**src/core/psbp_pkg.sv**
```systemverilog
/*
 Package for the processor system bus port: lane widths, command codes,
 carrier structs, FIFO geometry and clock-ratio decode.
 Assumes a single 20 MHz system clock domain.
*/
package psbp_pkg;
    localparam int DATA_W = 64;
    localparam int CHECK_W = 8;
    localparam int CMD_W = 9;
    localparam int FIFO_DEPTH = 32;
    // Bit 8 of the command lane: 0 = address/command cycle, 1 = data cycle
    localparam int CMD_DATA_BIT = 8;
    localparam logic [8:0] CMD_READ = 9'h000;
    localparam logic [8:0] CMD_WRITE = 9'h080;
    localparam logic [8:0] CMD_NULL = 9'h180;
    localparam logic [8:0] CMD_WDATA = 9'h100;
    localparam logic [8:0] CMD_EXTWR = 9'h0C0;
    localparam logic [2:0] RATIO_RST = 3'h0;
    localparam logic MODE_RST = 1'b0;
    localparam logic [6:0] INTREG_RST = 7'h00;

    typedef struct packed {
        logic [DATA_W-1:0] addrData;
        logic [CMD_W-1:0] cmd;
    } psbp_word_t;

    typedef enum logic [1:0] {
        PSBP_MASTER = 2'b00,
        PSBP_RELEASE = 2'b01,
        PSBP_SLAVE = 2'b10
    } psbp_state_t;

    // Even parity per byte lane
    function automatic logic [CHECK_W-1:0] byteParity(
        input logic [DATA_W-1:0] d);
        logic [CHECK_W-1:0] p;
        p = '0;
        for (int i = 0; i < CHECK_W; i++) begin
            p[i] = ^d[i*8 +: 8];
        end
        return p;
    endfunction : byteParity

    // Pipeline multiplier in half steps (value = 2 x ratio)
    function automatic logic [4:0] ratioHalves(input logic halfMode,
        input logic [2:0] sel);
        logic [4:0] r;
        r = 5'(({2'b00, sel} + 5'h02) * 5'h02);
        if (halfMode) begin
            r = 5'(r / 5'h02);
        end
        return r;
    endfunction : ratioHalves
endpackage : psbp_pkg

```
**src/core/psbp_port.sv**
```systemverilog
/*
 Processor side of the multiplexed 64-bit system address/data bus.
 Assumes the agent keeps its own pin rules, and that pins are synchronous
 to clk_sys. Core requests enter through a 32-word FIFO.
*/
`timescale 1ns/1ns
// Summary of operation
// - The port drives release_n low as it hands the bus to the agent.
// - The port marks each word it drives with outbound_valid_n low.
// - Address and data share one 64-bit lane, told apart by the command.
// - An 8-bit check lane carries byte parity in data cycles.
// - Commands and identifiers travel on a 9-bit lane beside the bus.
// - The command parity pin is ignored as input and driven as zero.
// - Outputs follow clk_sys; pipeline ratio is fixed at boot.
// - A mode bit picks integer or half ratios, a 3-bit field the ratio.
// - A null request from the agent returns mastership to the port.
module psbp_port (
    input wire logic clk_sys,
    input wire logic sys_rst,
    input wire logic bootHalfMode,
    input wire logic [2:0] bootRatioSel,
    output logic [4:0] pipeRatioHalves,
    input wire logic [psbp_pkg::DATA_W-1:0] coreAddrData,
    input wire logic [psbp_pkg::CMD_W-1:0] coreCmd,
    input wire logic coreValid,
    output logic coreReady,
    output logic [6:0] intReg,
    input wire logic agent_request_n,
    output logic release_n,
    input wire logic read_accept_n,
    input wire logic write_accept_n,
    input wire logic inbound_valid_n,
    output logic outbound_valid_n,
    input wire logic [psbp_pkg::DATA_W-1:0] shared_addr_data_bus_in,
    output logic [psbp_pkg::DATA_W-1:0] shared_addr_data_bus_out,
    output logic shared_addr_data_bus_oe,
    input wire logic [psbp_pkg::CHECK_W-1:0] shared_bus_check_bits_in,
    output logic [psbp_pkg::CHECK_W-1:0] shared_bus_check_bits_out,
    output logic shared_bus_check_bits_oe,
    input wire logic [psbp_pkg::CMD_W-1:0] command_identifier_lane_in,
    output logic [psbp_pkg::CMD_W-1:0] command_identifier_lane_out,
    output logic command_identifier_lane_oe,
    input wire logic command_lane_parity_in,
    output logic command_lane_parity_out,
    output logic command_lane_parity_oe
);
    import psbp_pkg::*;

    psbp_state_t state_r;
    psbp_word_t qWord;
    logic qValid;
    logic qReady;
    logic isRead;
    logic isWrite;
    logic canIssue;
    logic extWrPend_r;
    logic inValid;
    logic [DATA_W-1:0] busOut_r;
    logic [CMD_W-1:0] cmdOut_r;
    logic [CHECK_W-1:0] chkOut_r;
    logic outbound_valid_n_r;
    logic master;

    psbp_fifo #(
        .WIDTH(DATA_W + CMD_W),
        .DEPTH(FIFO_DEPTH)
    ) u_fifo (
        .clk_sys(clk_sys),
        .sys_rst(sys_rst),
        .inData({coreAddrData, coreCmd}),
        .inValid(coreValid),
        .inReady(coreReady),
        .outData(qWord),
        .outValid(qValid),
        .outReady(qReady)
    );

    // Ratio taken once at boot; the multiplier itself is analog
    always_ff @(posedge clk_sys) begin
        if (sys_rst) begin
            pipeRatioHalves <= ratioHalves(bootHalfMode, bootRatioSel);
        end
    end

    assign inValid = !inbound_valid_n;
    assign master = (state_r == PSBP_MASTER);
    assign isRead = !qWord.cmd[CMD_DATA_BIT] && (qWord.cmd == CMD_READ);
    assign isWrite = !isRead;
    // Writes gate only their address cycle; data cycles follow freely
    assign canIssue = isRead ? !read_accept_n
        : (qWord.cmd[CMD_DATA_BIT] || !write_accept_n);
    // Queue drains before release, so a request never stalls a full queue
    assign qReady = master && canIssue;

    always_ff @(posedge clk_sys) begin
        if (sys_rst) begin
            state_r <= PSBP_MASTER;
        end else begin
            unique case (state_r)
                PSBP_MASTER: begin
                    if (!agent_request_n && !qValid) begin
                        state_r <= PSBP_RELEASE;
                    end
                end
                PSBP_RELEASE: state_r <= PSBP_SLAVE;
                PSBP_SLAVE: begin
                    if (inValid && command_identifier_lane_in == CMD_NULL) begin
                        state_r <= PSBP_MASTER;
                    end
                end
                default: state_r <= PSBP_MASTER;
            endcase
        end
    end

    assign release_n = (state_r != PSBP_RELEASE);

    always_ff @(posedge clk_sys) begin
        if (sys_rst) begin
            busOut_r <= '0;
            cmdOut_r <= '0;
            chkOut_r <= '0;
            outbound_valid_n_r <= 1'b0;
        end else begin
            outbound_valid_n_r <= qValid && qReady;
            if (qValid && qReady) begin
                busOut_r <= qWord.addrData;
                cmdOut_r <= qWord.cmd;
                chkOut_r <= qWord.cmd[CMD_DATA_BIT]
                    ? byteParity(qWord.addrData) : '0;
            end
        end
    end

    // Interrupt register written by the agent while it owns the bus
    always_ff @(posedge clk_sys) begin
        if (sys_rst) begin
            extWrPend_r <= 1'b0;
            intReg <= INTREG_RST;
        end else if (state_r == PSBP_SLAVE && inValid) begin
            if (command_identifier_lane_in == CMD_EXTWR) begin
                extWrPend_r <= 1'b1;
            end else if (extWrPend_r
                && command_identifier_lane_in[CMD_DATA_BIT]) begin
                intReg <= shared_addr_data_bus_in[6:0];
                extWrPend_r <= 1'b0;
            end
        end
    end

    assign outbound_valid_n = !outbound_valid_n_r;
    assign shared_addr_data_bus_out = busOut_r;
    assign command_identifier_lane_out = cmdOut_r;
    assign shared_bus_check_bits_out = chkOut_r;
    assign shared_addr_data_bus_oe = master;
    assign shared_bus_check_bits_oe = master;
    assign command_identifier_lane_oe = master;
    assign command_lane_parity_out = 1'b0;
    assign command_lane_parity_oe = master;

    // Ownership and handover
    a_release_once: assert property (@(posedge clk_sys)
        disable iff (sys_rst)
        !release_n |=> release_n && !shared_addr_data_bus_oe)
        else $error("release not followed by slave state");
    a_release_follows: assert property (@(posedge clk_sys)
        disable iff (sys_rst)
        (master && !agent_request_n && !qValid) |=> !release_n)
        else $error("request with empty queue did not release");
    a_null_return: assert property (@(posedge clk_sys)
        disable iff (sys_rst)
        (state_r == PSBP_SLAVE && inValid
        && command_identifier_lane_in == CMD_NULL)
        |=> shared_addr_data_bus_oe)
        else $error("null request did not return mastership");
    a_slave_tristate: assert property (@(posedge clk_sys)
        disable iff (sys_rst)
        (state_r != PSBP_MASTER) |-> !shared_addr_data_bus_oe
        && !shared_bus_check_bits_oe && !command_identifier_lane_oe
        && outbound_valid_n)
        else $error("driving lanes while slave");

    // Flow control
    a_read_gate: assert property (@(posedge clk_sys)
        disable iff (sys_rst)
        (qValid && qReady && isRead) |-> !read_accept_n)
        else $error("read issued without read_accept");
    a_write_gate: assert property (@(posedge clk_sys)
        disable iff (sys_rst)
        (qValid && qReady && isWrite && !qWord.cmd[CMD_DATA_BIT])
        |-> !write_accept_n)
        else $error("write issued without write_accept");
    a_issue_valid: assert property (@(posedge clk_sys)
        disable iff (sys_rst)
        (qValid && qReady) |=> !outbound_valid_n)
        else $error("issued word not marked valid");
    a_valid_out: assert property (@(posedge clk_sys)
        disable iff (sys_rst)
        !outbound_valid_n |-> shared_addr_data_bus_oe
        && command_identifier_lane_oe)
        else $error("valid out while not driving");

    // Lane contents and boot ratio
    a_cmd_follows: assert property (@(posedge clk_sys)
        disable iff (sys_rst)
        (qValid && qReady)
        |=> command_identifier_lane_out == $past(qWord.cmd))
        else $error("command lane does not carry issued command");
    a_check_lane: assert property (@(posedge clk_sys)
        disable iff (sys_rst)
        (!outbound_valid_n && command_identifier_lane_out[CMD_DATA_BIT])
        |-> shared_bus_check_bits_out
        == byteParity(shared_addr_data_bus_out))
        else $error("check bits mismatch");
    a_check_addr: assert property (@(posedge clk_sys)
        disable iff (sys_rst)
        (!outbound_valid_n && !command_identifier_lane_out[CMD_DATA_BIT])
        |-> shared_bus_check_bits_out == '0)
        else $error("check bits not zero on address cycle");
    a_cmd_parity: assert property (@(posedge clk_sys)
        disable iff (sys_rst)
        command_lane_parity_out == 1'b0)
        else $error("command parity not zero");
    a_ratio_held: assert property (@(posedge clk_sys)
        disable iff (sys_rst)
        !sys_rst |=> $stable(pipeRatioHalves))
        else $error("clock ratio changed outside reset");
endmodule : psbp_port

```
**src/core/psbp_fifo.sv**
```systemverilog
/*
 Synchronous FIFO with valid/ready on both sides.
 Assumes one clock and a synchronous active-high reset.
*/
`timescale 1ns/1ns
module psbp_fifo #(
    parameter int WIDTH = 73,
    parameter int DEPTH = 32
) (
    input wire logic clk_sys,
    input wire logic sys_rst,
    input wire logic [WIDTH-1:0] inData,
    input wire logic inValid,
    output logic inReady,
    output logic [WIDTH-1:0] outData,
    output logic outValid,
    input wire logic outReady
);
    localparam int AW = $clog2(DEPTH);
    logic [WIDTH-1:0] mem [DEPTH];
    logic [AW-1:0] wrPtr_r;
    logic [AW-1:0] rdPtr_r;
    logic [AW:0] count_r;
    logic push;
    logic pop;

    assign inReady = (count_r != (AW+1)'(DEPTH));
    assign outValid = (count_r != '0);
    assign push = inValid && inReady;
    assign pop = outValid && outReady;
    assign outData = mem[rdPtr_r];

    always_ff @(posedge clk_sys) begin
        if (push) begin
            mem[wrPtr_r] <= inData;
        end
    end

    always_ff @(posedge clk_sys) begin
        if (sys_rst) begin
            wrPtr_r <= '0;
            rdPtr_r <= '0;
            count_r <= '0;
        end else begin
            if (push) begin
                wrPtr_r <= AW'(wrPtr_r + 1'b1);
            end
            if (pop) begin
                rdPtr_r <= AW'(rdPtr_r + 1'b1);
            end
            count_r <= (AW+1)'(count_r + push - pop);
        end
    end
endmodule : psbp_fifo

```
**config.mk**
```make
export PLATFORM = sky130hd
export DESIGN_NAME = psbp_port
export DESIGN_NICKNAME = d
export VERILOG_FILES = /design/src/core/psbp_pkg.sv /design/src/core/psbp_port.sv /design/src/core/psbp_fifo.sv
export SDC_FILE = /design/constraint.sdc
export NUM_CORES = 2
export LEC_CHECK = 0
export ABC_CLOCK_PERIOD_IN_PS = 14700
export BUFFER_PORTS_ARGS = -buffer_cell sky130_fd_sc_hd__buf_2
export CELL_PAD_IN_SITES_DETAIL_PLACEMENT = 1
export CELL_PAD_IN_SITES_GLOBAL_PLACEMENT = 1
export CORE_AREA = 2 2 601 454
export CTS_CLUSTER_SIZE = 10
export DETAILED_ROUTE_END_ITERATION = 12
export DIE_AREA = 0 0 603 456
export GPL_TIMING_DRIVEN = 0
export PLACE_DENSITY = 0.57
export SYNTH_ARGS = -nofsm -noshare
export SYNTH_HDL_FRONTEND = slang
export SYNTH_HIERARCHICAL = 1
export SYNTH_SLANG_ARGS = --single-unit
```
**constraint.sdc**
```tcl
create_clock -name clk_sys -period 14.7 [get_ports clk_sys]
set_clock_uncertainty 0.15 [all_clocks]
set_input_delay 0.735 -clock clk_sys [delete_from_list [all_inputs] [get_ports clk_sys]]
set_output_delay 0.735 -clock clk_sys [all_outputs]
set_load 0.02 [all_outputs]
```
==> impl_table.tex <==
\begin{tabular}{lr}
\hline
Metric & Value \\
\hline
\multicolumn{2}{l}{\textbf{Clock network}} \\
\quad Worst-skew pair later-pin latency & 830 ps \\
\quad CTS buffer count & 289 \\
\quad Number of buffers inserted to repair setup after CTS & 0 \\
\quad Maximum root-to-sink buffer count & 4 \\
\quad CTS Root Buffer Type & sky130\_fd\_sc\_hd\_\_clkbuf\_16 \\
\quad Post-cts sizing count & 0 \\
\quad Clock sink count & 2454 \\
\quad Number of levels the H-tree was split into & 5 \\
\quad Clk slew on worst S/H paths & 60 ps \\
\quad Clock tree from TritonCTS & built \\
\multicolumn{2}{l}{\textbf{Detailed routing}} \\
\quad Vias post-DR & 51894 \\
\quad Number of DRC markers after the initial detailed-route iteration & 6928 \\
\quad Post-Route WL & 313000 microns \\
\quad Number of detailed-routing iterations run before antenna repair & 5 \\
\quad Detailed-route wire length per cell & 35.2 microns \\
\quad Average vias per placed instance & 5.84 \\
\quad Number of DRC violations after detailed routing & 0 \\
\quad Count of nets left with antenna violations after detail routing & 0 \\
\multicolumn{2}{l}{\textbf{Pwr}} \\
\quad Share of total power in combinational logic & 20.9\% \\
\quad Proportion of total power due to net switching & 29.0\% \\
\quad Static power due to leakage & 0.0338 uW \\
\quad Power share of the sequential group & 43.9\% \\
\quad Sw Pwr & 5230 uW \\
\quad PD cells & 163 nW/um\^{}2 \\
\quad Clk network pwr share & 35.2\% \\
\quad Worst ir drop on vdd & 0.0000829 V \\
\quad Internal power & 12800 uW \\
\quad Power Total & 18000 uW \\
\multicolumn{2}{l}{\textbf{STA}} \\
\quad Fin worst setup slack & 5710 ps \\
\quad Post-route minimum period & 8990 ps \\
\quad Fin. Hold Viols & 0 \\
\quad Peak clock frequency supported by timing & 111 MHz \\
\quad Worst Max-Slew Pin Slew & 1600 ps \\
\quad Final slew viol count & 3 \\
\quad Setup violation total in the final timing report & 0 \\
\quad Portion of the clock cycle consumed by the worst path in the final layout & 61.1\% \\
\quad Worst slew margin & -7.68\% \\
\quad Total negative slack & 0 ps \\
\quad Unrepaired setup endpoints after global routing & no \\
\multicolumn{2}{l}{\textbf{Placement}} \\
\quad Placed wire-length estimate after detailed placement & 219000 microns \\
\quad Placement Cell Area & 102000 sq um \\
\quad Global placement routability congestion & 0.781 \\
\quad Port Buffers & 199 \\
\quad Post-placement setup slack & 5810 ps \\
\quad Cell Count Post-Placement & 8500 \\
\multicolumn{2}{l}{\textbf{Die}} \\
\quad Placeable core area & 269000 sq um \\
\quad Total number of placement rows & 165 \\
\quad Die width & 603 microns \\
\quad Effective utilization at floorplan & 34.9\% \\
\quad Die area & 275000 sq um \\
\quad I/O Pins & 267 \\
\quad Height of the chip & 456 microns \\
\multicolumn{2}{l}{\textbf{Yosys}} \\
\quad Proportion of synthesized flip-flops having asynchronous set or reset & 0\% \\
\quad Yosys synthesis warning count & 6 \\
\quad Post-Syn Nets & 4756 \\
\quad Post-synth cell types & 55 \\
\quad Top cell type's share of synthesized area & 74.9\% \\
\quad Sequential fraction of the synthesis area & 77.3\% \\
\quad Largest area contributor in the netlist & sky130\_fd\_sc\_hd\_\_edfxtp\_1 \\
\quad Instance count of the mapped netlist & 4574 \\
\quad Primary flip-flop cell chosen by synthesis mapping & sky130\_fd\_sc\_hd\_\_edfxtp\_1 \\
\quad Synthesized cell area & 93800 sq um \\
\quad Ranking of synthesized cells by area & sky130\_fd\_sc\_hd\_\_edfxtp\_1 (75\%), sky130\_fd\_sc\_hd\_\_mux4\_2 (9.9\%), sky130\_fd\_sc\_hd\_\_mux2i\_1 (3.7\%) \\
\quad Number of synthesized register bits & 2454 \\
\quad Post-Syn Area per Cell & 20.5 sq um \\
\quad Number of synthesized flops with an enable pin & 2341 \\
\multicolumn{2}{l}{\textbf{Global routing}} \\
\quad Initial antenna violation count & 26 \\
\quad GRT Resource Usage Total & 22.3\% \\
\quad Residual overflow from global routing & 0 \\
\quad Pin count of the biggest net entering global routing & 33 \\
\quad Via count of the first global-routing pass & 51551 \\
\quad Global-route wire length before repair & 426000 microns \\
\multicolumn{2}{l}{\textbf{Layout}} \\
\quad Ratio of cells with drive above 1 in the final layout & 23.9\% \\
\quad Final instance area & 110000 sq um \\
\quad Number of nets in the layout & 5391 \\
\quad Area added between synthesis and finish & 17.7\% \\
\quad Non-filler cells in the finished layout & 8892 \\
\multicolumn{2}{l}{\textbf{Setup path}} \\
\quad Data arrival at the endpoint of the critical path & 9510 ps \\
\quad Max stage delay on crit path & 1030 ps \\
\quad Biggest fanout along the worst timing path & 10 \\
\quad CP endpoint kind & flop \\
\quad Number of buffers and inverters on the critical path & 8 \\
\quad Kind of critical path & flop to flop \\
\quad Critical Path, Cell by Cell & buf\_2 > buf\_2 > buf\_2 > clkbuf\_1 > mux4\_2 > a22oi\_1 > nand4\_1 > nor4\_4 > a21oi\_2 > clkbuf\_1 > nor4\_1 > nand2\_1 > inv\_1 > ha\_1 > inv\_1 > ha\_1 > inv\_1 > fa\_1 > nand2b\_1 > a21oi\_1 > o21a\_1 > nor3\_1 \\
\quad Worst setup slack for register-to-register paths & 5710 ps \\
\quad Library cell contributing the largest single delay on the critical path & sky130\_fd\_sc\_hd\_\_nor4\_1 \\
\quad CP Launch Type & flop \\
\quad Family of cells with the greatest summed delay on the critical path & buffers and inverters \\
\quad Required time of the critical path & 15220 ps \\
\multicolumn{2}{l}{\textbf{Run}} \\
\quad Total of max-cap violations & 1 \\
\multicolumn{2}{l}{\textbf{Worst hold path}} \\
\quad Classification of the worst-slack hold path & input pin to flop \\
\multicolumn{2}{l}{\textbf{Status}} \\
\quad Failing checks & capacitance limit, slew limit \\
\quad Result of the run & finished, violations left \\
\hline
\end{tabular}
[per-layer routing]
| metal | GRT usage (%) | routed length [microns] |
|---|---|---|
| met5 | 0 | 40 |
| met4 | 4.78 | 6060 |
| met3 | 5.35 | 30200 |
| met2 | 31.6 | 133000 |
| met1 | 34.6 | 144000 |
[per-stage QoR]
stage	utilization [%]	hold WS, ps
after floorplan	-	309
after global placement	37.0	291
after detailed placement	38.1	312
after CTS	41.1	2.94
after global routing	41.1	24.3
final	41.1	59.3
[layout by cell type (no fill, tap or decap), types with 15 or more instances in the layout]
master | synthesis | routed
sky130_fd_sc_hd__a21oi_1 | 96 | 96
sky130_fd_sc_hd__a22oi_1 | 274 | 274
sky130_fd_sc_hd__buf_1 | 21 | 21
sky130_fd_sc_hd__buf_12 | 0 | 111
sky130_fd_sc_hd__buf_16 | 0 | 18
sky130_fd_sc_hd__buf_2 | 104 | 303
sky130_fd_sc_hd__buf_4 | 31 | 34
sky130_fd_sc_hd__buf_6 | 15 | 20
sky130_fd_sc_hd__clkbuf_1 | 122 | 182
sky130_fd_sc_hd__clkbuf_16 | 0 | 301
sky130_fd_sc_hd__dfxtp_1 | 113 | 113
sky130_fd_sc_hd__edfxtp_1 | 2341 | 2341
sky130_fd_sc_hd__ha_1 | 15 | 15
sky130_fd_sc_hd__inv_1 | 17 | 17
sky130_fd_sc_hd__mux2i_1 | 345 | 345
sky130_fd_sc_hd__mux4_2 | 412 | 412
sky130_fd_sc_hd__nand2_1 | 40 | 40
sky130_fd_sc_hd__nand3_1 | 106 | 106
sky130_fd_sc_hd__nand4_1 | 47 | 47
sky130_fd_sc_hd__nor2_1 | 55 | 22
sky130_fd_sc_hd__nor2_4 | 0 | 32
sky130_fd_sc_hd__nor4_1 | 24 | 16
sky130_fd_sc_hd__o211ai_1 | 72 | 72
sky130_fd_sc_hd__o22ai_1 | 84 | 84
sky130_fd_sc_hd__o31ai_1 | 81 | 81
sky130_fd_sc_hd__xnor2_1 | 58 | 58
[worst reg2reg max path, delay by kind of cell, from the launching register on]
kind                     cells  cell delay, ps
buffers and inverters        8            3080
AND/OR/NAND/NOR              6            2870
AO/OA/AOI/OAI                4            1050
adder cells (fa/ha/maj)      3             880
multiplexers                 1             470
flip-flops                   1             300
[cell families after synthesis]
logic type | share of synthesized area, %
AOI/OAI and AO/OA | 4.75
xor gates and xnor gates | 0.597
adders and majority gates | 0.221
buffers and inverters | 1.62
DFF | 77.3
muxes | 13.6
other | 0.00400
and+or+nand+nor | 1.90
[area by class of cell]
type	count	area, sq um
Multi-Input combinational cell	1810	20100
Clock inverter	15	125
Antenna cell	5	12.5
Timing Repair Buffer	344	3870
Inverter	17	63.8
Sequential cell	2454	72600
Tap cell	3590	4490
Buffer	293	1460
Clock buffer	364	7770
Fill cell	25446	158000
[repair_timing]
action,4_1_cts,5_1_grt
setup endpoints to repair,0,0
endpoints found under the hold margin,8,0
hold buffers,8,0
[power groups by stage]
stage	Sequential, uW	Combinational [uW]	Clock [uW]
after floorplan	8130	2060	0
after global placement	8100	3640	0
after detailed placement	8070	3760	0
after CTS	7930	3770	6470
after global routing	7930	3950	6720
final	7920	3770	6350
[flip-flops by register name, indices dropped and copies added, names as in the netlist, named ones only]
signal / cells
u_fifo/wrPtr_r: 5
u_fifo/count_r: 6
u_fifo/rdPtr_r: 5
u_fifo/mem: 2336
shared_addr_data_bus_out: 64
shared_bus_check_bits_out: 8
outbound_valid_n_r: 1
extWrPend_r: 1
state_r: 2
command_identifier_lane_out: 9
intReg: 7
pipeRatioHalves: 5
[worst paths after layout]
check	endpoint	startpoint	cells past startpoint
setup / recovery	u_fifo/count_r[4]$_SDFF_PP0_	flop	22
hold / removal	pipeRatioHalves[0]$_SDFFCE_PN0P_	bootRatioSel[0]	2
setup reg to reg	u_fifo/count_r[4]$_SDFF_PP0_	flop	22
hold reg to reg	intReg[2]$_SDFFE_PP0P_	intReg[2]$_SDFFE_PP0P_	2
[cell usage after synthesis, types with 8 or more instances]
library cell,number
sky130_fd_sc_hd__o211ai_1,72
sky130_fd_sc_hd__buf_1,21
sky130_fd_sc_hd__o22ai_1,84
sky130_fd_sc_hd__buf_2,104
sky130_fd_sc_hd__inv_1,17
sky130_fd_sc_hd__nand3_1,106
sky130_fd_sc_hd__o311ai_1,8
sky130_fd_sc_hd__nand4_1,47
sky130_fd_sc_hd__nand2_1,40
sky130_fd_sc_hd__a22oi_1,274
sky130_fd_sc_hd__nor2_1,55
sky130_fd_sc_hd__buf_4,31
sky130_fd_sc_hd__ha_1,15
sky130_fd_sc_hd__edfxtp_1,2341
sky130_fd_sc_hd__mux4_2,412
sky130_fd_sc_hd__and2_1,8
sky130_fd_sc_hd__xnor2_1,58
sky130_fd_sc_hd__clkbuf_1,122
sky130_fd_sc_hd__buf_6,15
sky130_fd_sc_hd__dfxtp_1,113
sky130_fd_sc_hd__mux2i_1,345
sky130_fd_sc_hd__nor4_1,24
sky130_fd_sc_hd__a21oi_1,96
sky130_fd_sc_hd__nor2b_1,8
sky130_fd_sc_hd__o31ai_1,81
Power figures use the tool's default switching activity.
